$ cat src/rwsc_pkg.sv
// Contract
// [RL1] Hardware reset low returns all logic and registers to reset state. The code does not clear the power-on counter porCount on hwResetN.
// [RL2] Undriven hardware reset floats inactive; internal power-on reset then acts.
// [RL3] Host reads the device once before writes after power-up, reset or wake.
// [RL4] When enabled, a wake event asserts the wake indicator output. The code flags a wake event only in RWSC_SLEEP.
// [RL5] Wake indicator polarity and push-pull or open-drain drive are configurable.
// [RL6] A wake event or wake indicator alone never leaves power saving.
// [RL7] Power saving ends only on chip select with write strobe together.
// [RL8] Any host write in power saving, any data, wakes the device.
// [RL9] Host should wake the device by writing the byte-order test register.
// [RL10] Crossover auto detection follows its enable input; open means disabled.
// [RL11] Speed strap level is captured when reset releases.
// [RL12] Logic is timed from a 25MHz reference clock.
// [RL13] Strap 0: 10Mbps half, no autoneg; strap 1: 100Mbps half, autoneg.
// [RL14] Host write cycle is write strobe low while chip select low.
// [RL15] Strap defaults hold until next reset or software reprogramming.
`default_nettype none
package rwsc_pkg;
  localparam int REF_CLOCK_MHZ = 25;
  localparam int POR_TIME_NS = 1000;
  localparam int POR_CYCLES = (POR_TIME_NS * REF_CLOCK_MHZ + 999) / 1000;
  localparam logic [7:0] POR_COUNT = 8'(POR_CYCLES);
  localparam logic RESET_SPEED = 1'b0;
  localparam logic RESET_DUPLEX = 1'b0;
  localparam logic RESET_AUTONEG = 1'b0;

  typedef struct packed {
    logic speed100;
    logic fullDuplex;
    logic autoNeg;
  } rwsc_link_s;

  typedef struct packed {
    logic enable;
    logic activeHigh;
    logic pushPull;
  } rwsc_wake_cfg_s;

  typedef enum logic [2:0] {
    RWSC_RESET = 3'h1,
    RWSC_ACTIVE = 3'h2,
    RWSC_SLEEP = 3'h4
  } rwsc_state_e;
endpackage
`default_nettype wire

$ cat src/rwsc_reset_gen.sv
`default_nettype none
module rwsc_reset_gen
  import rwsc_pkg::*;
(
  // Clock and reset sources
  input wire logic clk,
  input wire logic srst,
  input wire logic hwResetN,
  // Combined reset
  output logic sysReset
);
  logic [7:0] porCount;
  logic [7:0] next_porCount;
  logic next_sysReset;

  // Power-on stretch: a floating reset pin reads high, so this counter covers power-up
  always_comb begin
    next_porCount = porCount;
    if (srst) begin
      next_porCount = 8'h00; // [RL2]
    end else if (porCount != POR_COUNT) begin
      next_porCount = porCount + 8'h01;
    end
    next_sysReset = srst || !hwResetN || (porCount != POR_COUNT); // [RL1]
  end

  always_ff @(posedge clk) begin
    porCount <= next_porCount;
    sysReset <= next_sysReset;
  end
endmodule
`default_nettype wire

$ cat src/rwsc_top.sv
`default_nettype none
module rwsc_top
  import rwsc_pkg::*;
(
  // Clock and reset, clk is the 25MHz reference
  input wire logic clk,
  input wire logic srst,
  input wire logic hwResetN,
  // Host strobes
  input wire logic chipSelectN,
  input wire logic writeStrobeN,
  input wire logic readStrobeN,
  // Straps
  input wire logic speedSel,
  input wire logic crossoverAutoEnable,
  // Configuration from software
  input wire rwsc_wake_cfg_s wakeCfg,
  input wire logic sleepRequest,
  input wire logic wakeEvent,
  input wire logic linkWrite,
  input wire rwsc_link_s linkWriteData,
  // Status
  output logic sysReset,
  output logic asleep,
  output logic writesEnabled,
  output rwsc_link_s linkSettings,
  output logic crossoverAuto,
  // Wake indicator pin
  output logic wakeIndicatorOut,
  output logic wakeIndicatorOeN
);
  logic rstInt;
  rwsc_state_e state;
  rwsc_state_e next_state;
  logic wakePending;
  logic next_wakePending;
  logic next_writesEnabled;
  rwsc_link_s next_linkSettings;
  logic next_wakeIndicatorOut;
  logic next_wakeIndicatorOeN;
  logic hostWrite;
  logic hostRead;
  logic next_asleep;
  logic next_sysReset;
  logic next_crossoverAuto;

  rwsc_reset_gen uReset (
    .clk(clk),
    .srst(srst),
    .hwResetN(hwResetN),
    .sysReset(rstInt)
  );

  assign hostWrite = !chipSelectN && !writeStrobeN; // [RL14]
  assign hostRead = !chipSelectN && !readStrobeN;

  always_comb begin
    next_state = state;
    next_wakePending = wakePending;
    next_writesEnabled = writesEnabled;
    next_linkSettings = linkSettings;
    unique case (state)
      RWSC_RESET: begin
        // Strap sampled on the first cycle out of reset
        next_linkSettings.speed100 = speedSel; // [RL11]
        next_linkSettings.fullDuplex = 1'b0; // [RL13]
        next_linkSettings.autoNeg = speedSel; // [RL13]
        next_state = RWSC_ACTIVE;
      end
      RWSC_ACTIVE: begin
        if (hostRead) begin
          next_writesEnabled = 1'b1; // [RL3]
        end
        if (linkWrite && writesEnabled) begin
          next_linkSettings = linkWriteData; // [RL15]
        end
        if (sleepRequest) begin
          next_state = RWSC_SLEEP;
          next_writesEnabled = 1'b0;
        end
      end
      RWSC_SLEEP: begin
        // Wake event only flags the pin; state stays asleep
        if (wakeEvent && wakeCfg.enable) begin
          next_wakePending = 1'b1; // [RL4] [RL6]
        end
        if (hostWrite) begin
          // Data and address ignored, any write wakes
          next_state = RWSC_ACTIVE; // [RL7] [RL8]
          next_wakePending = 1'b0;
          next_writesEnabled = 1'b0; // [RL3]
        end
      end
      default: begin
        next_state = RWSC_RESET;
      end
    endcase
    if (rstInt) begin
      next_state = RWSC_RESET; // [RL1]
      next_wakePending = 1'b0;
      next_writesEnabled = 1'b0;
      next_linkSettings = '{RESET_SPEED, RESET_DUPLEX, RESET_AUTONEG};
    end
    // Open-drain only pulls to the active level when that level is low
    next_wakeIndicatorOut = wakeCfg.activeHigh ? next_wakePending : !next_wakePending; // [RL5]
    if (wakeCfg.pushPull) begin
      next_wakeIndicatorOeN = 1'b0; // [RL5]
    end else begin
      next_wakeIndicatorOeN = !(next_wakePending ^ wakeCfg.activeHigh) ? 1'b1 : 1'b0;
    end
    next_asleep = (next_state == RWSC_SLEEP);
    next_sysReset = rstInt;
    next_crossoverAuto = rstInt ? 1'b0 : crossoverAutoEnable; // [RL10]
  end

  always_ff @(posedge clk) begin // [RL12]
    state <= next_state;
    wakePending <= next_wakePending;
    writesEnabled <= next_writesEnabled;
    linkSettings <= next_linkSettings;
    wakeIndicatorOut <= next_wakeIndicatorOut;
    wakeIndicatorOeN <= next_wakeIndicatorOeN;
    asleep <= next_asleep;
    sysReset <= next_sysReset;
    crossoverAuto <= next_crossoverAuto;
  end
endmodule
`default_nettype wire

$ cat config.mk
export PLATFORM = sky130hd
export DESIGN_NAME = rwsc_top
export DESIGN_NICKNAME = d
export VERILOG_FILES = /design/src/rwsc_pkg.sv /design/src/rwsc_reset_gen.sv /design/src/rwsc_top.sv
export SDC_FILE = /design/constraint.sdc
export NUM_CORES = 1
export LEC_CHECK = 0
export BUFFER_PORTS_ARGS = -buffer_cell sky130_fd_sc_hd__buf_2
export CORE_MARGIN = 2
export CORE_UTILIZATION = 28
export CTS_BUF_LIST = sky130_fd_sc_hd__clkbuf_4 sky130_fd_sc_hd__clkbuf_8
export CTS_CLUSTER_DIAMETER = 50
export DETAILED_ROUTE_END_ITERATION = 10
export GPL_TIMING_DRIVEN = 0
export PLACE_DENSITY = 0.48
export SYNTH_ARGS = -nofsm -noshare
export SYNTH_HDL_FRONTEND = slang
export SYNTH_SLANG_ARGS = --single-unit
$ cat constraint.sdc
create_clock -name clk -period 4.6 [get_ports clk]
set_input_delay 0.92 -clock clk [delete_from_list [all_inputs] [get_ports clk]]
set_output_delay 0.92 -clock clk [all_outputs]
set_load 0.005 [all_outputs]
==> results.sh, run 1 <==
export IMPL_netlist_area_um2=915
export IMPL_syn_avg_cell_area_um2=9.53
export IMPL_antenna_left=0
export IMPL_vdd_drop_max_v=0.000142
export IMPL_overflow=0
export IMPL_critPathLaunchType="flip-flop"
export IMPL_track_usage=0.104
export IMPL_drt_vias_per_instance=4.43
export IMPL_die_x_um=61.2
export IMPL_portBuffers=24
export IMPL_cpLargestDelayFamily="compound AO/OA/AOI/OAI gates"
export IMPL_cp_end_kind="flip-flop"
export IMPL_crit_chain="nor3b_4, a31oi_1, a211oi_2, mux2_4"
export IMPL_synth_most_common_cell="dfxtp_1"
export IMPL_hold_class="flip-flop to flip-flop"
export IMPL_combinationalPowerShare=0.054
export IMPL_cp_arrival_ns=1.95
export IMPL_layout_nets=144
export IMPL_fmax_mhz=570
export IMPL_yosys_area_top_type="dfxtp_1"
export IMPL_largest_reg_flops=8
export IMPL_num_vias=745
export IMPL_grt_max_degree=14
export IMPL_routedWlPerCell_um=9.98
export IMPL_status="complete, no violations"
export IMPL_ctsResizeCount=0
export IMPL_cts_tree="yes"
export IMPL_fin_crit_sh=0.382
export IMPL_clock_skew_ns=0.0187
export IMPL_synth_main_ff_cell="dfxtp_1"
export IMPL_synth_commonest_cells="dfxtp_1, nor2_1, a21oi_1"
export IMPL_area_growth_pct=24.9
export IMPL_finalCriticalPeriod_ns=1.76
export IMPL_maxSlewHeadroom=0.619
export IMPL_p_seq_frac=0.540
export IMPL_synth_cell_types=33
export IMPL_ios=26
export IMPL_maxCapViolations=0
export IMPL_grt_pass1_wl_mm=2.79
export IMPL_slowest_stage="dfxtp_1"
export IMPL_p_leak_nw=0.466
export IMPL_insertion_delay_ns=0.31
export IMPL_ys_warn_count=0
export IMPL_root_buffer="clkbuf_4"
export IMPL_fill_cells=342
export IMPL_cpPeakStageDelay_ns=0.46
export IMPL_p_sw_frac=0.194
export IMPL_reg_largest_list="uReset.porCount (8), linkSettings (3), state (3)"
export IMPL_rows=20
export IMPL_async_flop_share=0
export IMPL_grt_pass1_vias=650
export IMPL_ys_seq_area_frac=0.482
export IMPL_final_core_util=0.371
export IMPL_top_register="uReset.porCount"
export IMPL_cts_buffers=3
export IMPL_postCtsSetupBuffers=0
export IMPL_yosysTopAreaCellShare=0.482
export IMPL_insertedDiodeCount=0
export IMPL_synth_top_cells_by_area="dfxtp_1, nor2_1, a21oi_1"
export IMPL_drive_above_1_share=0.258
export IMPL_path_class="flip-flop to flip-flop"
export IMPL_p_int_uw=293
export IMPL_p_sw_uw=70.6
export IMPL_drt_first_pass_iters=3
export IMPL_worst_pin_slew_ns=0.571
export IMPL_ys_ff_latch=22
export IMPL_hold_slack_ns=0.377
export IMPL_critPathMaxFanout=7
export IMPL_cts_htree_levels=1
export IMPL_slew_viol_final=0
export IMPL_initial_core_util=0.297
export IMPL_power_frac_clock=0.406
export IMPL_synth_nets=115
export IMPL_setup_viol=0
export IMPL_fin_setup_tns_ns=0
export IMPL_clock_sinks=22
export IMPL_place_congestion=0.758
export IMPL_synth_edf_count=0
export IMPL_rsz0062_at_grt="no"
export IMPL_hold_viol=0
export IMPL_drt_total_wl_mm=1.68
export IMPL_die_area_um2=3740
export IMPL_powerDensity_nw_per_um2=318
export IMPL_remaining_drc_errors=0
export IMPL_clockBufferDepth=2
export IMPL_hpwl_mm=1.26
export IMPL_timing_critical_path_buf_inv=0
export IMPL_cp_required_ns=4.80
export IMPL_syn_inst=96
export IMPL_die_h_um=61.2
export IMPL_clkTransAtPathRegs_ns=0.14
export IMPL_drtIter0Drc=38
export IMPL_cts_hold_buf=0
export IMPL_antenna_found_initial=0
export IMPL_coreArea_um2=3080
## area by class of cell
class | instances | area (um^2) | share of cell area
Clock inverter | 1 | 30.0 | 0.0263
Multi-Input combinational cell | 69 | 448 | 0.392
Tap cell | 44 | 55.1 | 0.0482
Inverter | 2 | 7.51 | 0.00657
Sequential cell | 22 | 440 | 0.386
Clock buffer | 3 | 22.5 | 0.0197
Buffer | 3 | 18.8 | 0.0164
Timing Repair Buffer | 24 | 120 | 0.105
## metal layers
metal	global-route usage	vias to the layer above	wire (um)
met2	0.170	15	825
met3	0.0252	2	90
li1	-	391	-
met4	0.0652	0	18
met1	0.120	337	743
met5	0	-	0
## power groups by stage
stage	clock network, mW	registers (mW)	logic [mW]
finish	0.147	0.196	0.0197
global placement	0	0.201	0.0194
CTS	0.152	0.196	0.0200
floorplan	0	0.200	0.0102
detailed placement	0	0.201	0.0198
global route	0.165	0.197	0.0220
## logic make-up (layout without fill, tap and decap cells)
family                     Yosys count  after routing  share of synthesized area
and+or+nand+nor                     40             40                      0.241
DFF                                 22             22                      0.482
AOI/OAI and AO/OA                   18             18                      0.127
xor gates and xnor gates             7              7                     0.0670
buffers and inverters                5             33                     0.0287
adders and majority gates            2              2                     0.0274
muxes                                2              2                     0.0274
## through the flow
| stage | power, mW | cells | instance area (um^2) | setup slack (ns) |
|---|---|---|---|---|
| after floorplan | 0.210 | 96 | 915 | 2.87 |
| after global placement | 0.220 | 164 | 1090 | 2.73 |
| after detailed placement | 0.220 | 164 | 1090 | 2.70 |
| after CTS | 0.368 | 168 | 1140 | 2.84 |
| after global routing | 0.383 | 168 | 1140 | 2.72 |
| final | 0.363 | 168 | 1140 | 2.84 |
## cell usage in the layout, fill, tap and decap left out
cell	netlist	routed
buf_2	0	24
dfxtp_1	22	22
nor2_1	12	12
a21oi_1	7	7
nor3_1	6	6
xor2_1	4	4
nand2b_1	3	3
nand2_1	3	3
xnor2_1	3	3
nand3_1	3	3
nor2b_1	3	3
a211oi_1	3	3
clkbuf_4	0	3
inv_1	2	2
o21ai_0	2	2
a22oi_1	2	2
o21bai_1	2	2
ha_1	2	2
buf_6	1	1
nor3b_4	1	1
a31oi_1	1	1
a211oi_2	1	1
buf_1	1	1
and2_1	1	1
nor4_1	1	1
and3_1	1	1
clkbuf_1	1	1
nand3b_1	1	1
nor3b_1	1	1
mux2i_1	1	1
nand4b_1	1	1
and2b_1	1	1
mux2_4	1	1
nand4_1	1	1
or3_1	1	1
bufinv_16	0	1
## final timing paths
| check | depth (start not counted) | start | endpoint | slack [ns] |
|---|---|---|---|---|
| worst max register to register | 4 | state[2] | wakeIndicatorOeN | 2.84 |
| worst min-delay path | 0 | uReset.sysReset | sysReset | 0.38 |
| worst min register to register | 0 | uReset.sysReset | sysReset | 0.38 |
| worst max-delay path | 4 | state[2] | wakeIndicatorOeN | 2.84 |
Note: power is estimated with default switching activity, not from simulation.
==> inputs of run 2 (changes only) <==
--- a/config.mk
+++ b/config.mk
@@ -12,7 +12,7 @@
 export CTS_CLUSTER_DIAMETER = 50
 export DETAILED_ROUTE_END_ITERATION = 10
 export GPL_TIMING_DRIVEN = 0
-export PLACE_DENSITY = 0.48
+export PLACE_DENSITY = 0.5
 export SYNTH_ARGS = -nofsm -noshare
 export SYNTH_HDL_FRONTEND = slang
 export SYNTH_SLANG_ARGS = --single-unit
==> constraint.sdc (replaced) <==
create_clock -name clk -period 1.6 [get_ports clk]
set_input_delay 0.32 -clock clk [delete_from_list [all_inputs] [get_ports clk]]
set_output_delay 0.32 -clock clk [all_outputs]
set_load 0.005 [all_outputs]
==> run 2 against run 1 <==
- setup slack got worse by 2.7 ns
- combinational power rose to 2.9 times the previous value
- cell count stayed put
- global-route usage is 0.28 points lower
- power increased to 2.9 times the previous value
- clock power rose to 2.9 times the previous value
- via count up 2.6%
- routed wire length shrank 3.1%
- sequential share of layout area decreased by 0.23 points
- fmax grew 19%
- largest power group unchanged
==> results.sh, run 2 (synthesis results as in run 1) <==
export IMPL_antenna_left=0
export IMPL_antenna_found_initial=0
export IMPL_remaining_drc_errors=0
export IMPL_insertedDiodeCount=0
export IMPL_p_sw_uw=205
export IMPL_hold_viol=0
export IMPL_hpwl_mm=1.23
export IMPL_insertion_delay_ns=0.31
export IMPL_fill_cells=332
export IMPL_use_met1=0.115
export IMPL_met2_usage=0.172
export IMPL_coreArea_um2=3080
export IMPL_p_leak_nw=0.471
export IMPL_finalCriticalPeriod_ns=1.48
export IMPL_final_common_cell="buf_2"
export IMPL_slew_viol_final=0
export IMPL_clock_skew_ns=0.0101
export IMPL_cts_tree="yes"
export IMPL_ios=26
export IMPL_cp_arrival_ns=1.68
export IMPL_worst_pin_slew_ns=0.382
export IMPL_vdd_drop_max_v=0.000370
export IMPL_cp_required_ns=1.80
export IMPL_drt_first_pass_iters=3
export IMPL_die_x_um=61.2
export IMPL_largest_reg_flops=8
export IMPL_setup_viol=0
export IMPL_cts_hold_buf=0
export IMPL_r2r_slack_ns=0.12
export IMPL_drtIter0Drc=33
export IMPL_critPathLaunch="state[2]"
export IMPL_fin_ws_ns=0.124
export IMPL_hold_class="input port to flip-flop"
export IMPL_cts_buffers=3
export IMPL_reg2regPathDepth=4
export IMPL_die_area_um2=3740
export IMPL_postLayoutCellArea_um2=1150
export IMPL_track_usage=0.101
export IMPL_grt_use_met3=0.0252
export IMPL_maxSlewHeadroom=0.745
export IMPL_num_vias=764
export IMPL_drt_vias_per_instance=4.55
export IMPL_combinationalPowerShare=0.054
export IMPL_routedWlPerCell_um=9.67
export IMPL_die_h_um=61.2
export IMPL_p_seq_frac=0.539
export IMPL_root_buffer="clkbuf_4"
export IMPL_fmax_mhz=677
export IMPL_status="complete, no violations"
export IMPL_rr_endpoint="wakeIndicatorOeN"
export IMPL_rows=20
export IMPL_powerDensity_nw_per_um2=909
export IMPL_postPlaceCellArea_um2=1090
export IMPL_rsz0062_at_grt="no"
export IMPL_drive_above_1_share=0.282
export IMPL_timing_rr_start="state[2]"
export IMPL_place_congestion=0.771
export IMPL_endpoint="wakeIndicatorOeN"
export IMPL_grt_max_degree=14
export IMPL_grt_pass1_wl_mm=2.78
export IMPL_portBuffers=24
export IMPL_reg_largest_list="uReset.porCount (8), linkSettings (3), state (3)"
export IMPL_critPathMaxFanout=7
export IMPL_cts_htree_levels=1
export IMPL_p_sw_frac=0.196
export IMPL_most_common_layout_cells="buf_2, dfxtp_1, nor2_1, a21oi_1, nor3_1"
export IMPL_area_growth_pct=26.0
export IMPL_place_ws_ns=-0.114
export IMPL_grt_busiest_layer="met2"
export IMPL_drt_total_wl_mm=1.63
export IMPL_layout_nets=144
export IMPL_p_int_uw=842
export IMPL_initial_core_util=0.297
export IMPL_cp_end_kind="flip-flop"
export IMPL_fin_crit_sh=0.923
export IMPL_power_frac_clock=0.407
export IMPL_path_class="flip-flop to flip-flop"
export IMPL_hold_depth=2
export IMPL_clkTransAtPathRegs_ns=0.13
export IMPL_clock_sinks=22
export IMPL_grt_pass1_vias=709
export IMPL_clockBufferDepth=2
export IMPL_critPathLaunchType="flip-flop"
export IMPL_top_register="uReset.porCount"
export IMPL_overflow=0
export IMPL_maxCapViolations=0
[run 2: area by class of cell]
type,count,area [um^2],area share
timing repair buffer,25,128,0.111
multi-input combinational,69,453,0.393
buffer,2,15.0,0.0130
clock inverter,1,30.0,0.0261
tap,44,55.1,0.0478
clock buffer,3,22.5,0.0195
inverter,2,7.51,0.00651
sequential,22,442,0.383
[run 2: timing repair]
action                     4_1_cts  5_1_grt
setup buffers                    1        0
pin swaps                        1        0
resized for setup                0        2
setup endpoints to repair        1        5
[run 2: through the flow]
step / hold slack [ns] / utilization / power [mW] / setup TNS [ns] / cells
final: 0.175 / 0.374 / 1.05 / 0 / 168
after global routing: 0.166 / 0.374 / 1.10 / 0 / 168
after CTS: 0.166 / 0.374 / 1.06 / 0 / 169
after detailed placement: 0.356 / 0.354 / 0.633 / -0.114 / 164
after global placement: 0.352 / 0.354 / 0.631 / -0.0858 / 164
after floorplan: 0.351 / - / 0.605 / 0 / 96
[run 2: power groups by stage]
stage | Clock, mW | Combinational (mW) | Sequential, mW
6_report | 0.426 | 0.0562 | 0.565
5_1_grt | 0.467 | 0.0648 | 0.566
4_1_cts | 0.440 | 0.0571 | 0.565
3_5_place_dp | 0 | 0.0565 | 0.577
3_3_place_gp | 0 | 0.0549 | 0.576
2_1_floorplan | 0 | 0.0293 | 0.576
[run 2: how the worst min path moves through the flow]
| stage | startpoint | endpoint | slack (ns) |
|---|---|---|---|
| 2_1_floorplan | uReset.sysReset | sysReset | 0.35 |
| 3_3_place_gp | uReset.sysReset | sysReset | 0.35 |
| 3_5_place_dp | uReset.sysReset | sysReset | 0.36 |
| 4_1_cts | hwResetN | uReset.sysReset | 0.17 |
| 5_1_grt | hwResetN | uReset.sysReset | 0.17 |
| 6_report | hwResetN | uReset.sysReset | 0.18 |
[run 2: per-layer routing]
layer,part of all wire,up-vias
met5,0,-
met4,0.012,0
met3,0.066,4
met2,0.46,18
li1,-,387
met1,0.46,355
[run 2: worst max-delay path, cell delays in order, from the launching register on]
cell and delay (ns):
dfxtp_2 0.41, nor3b_4 0.23, a31oi_1 0.12, a211oi_2 0.28, mux2_4 0.33
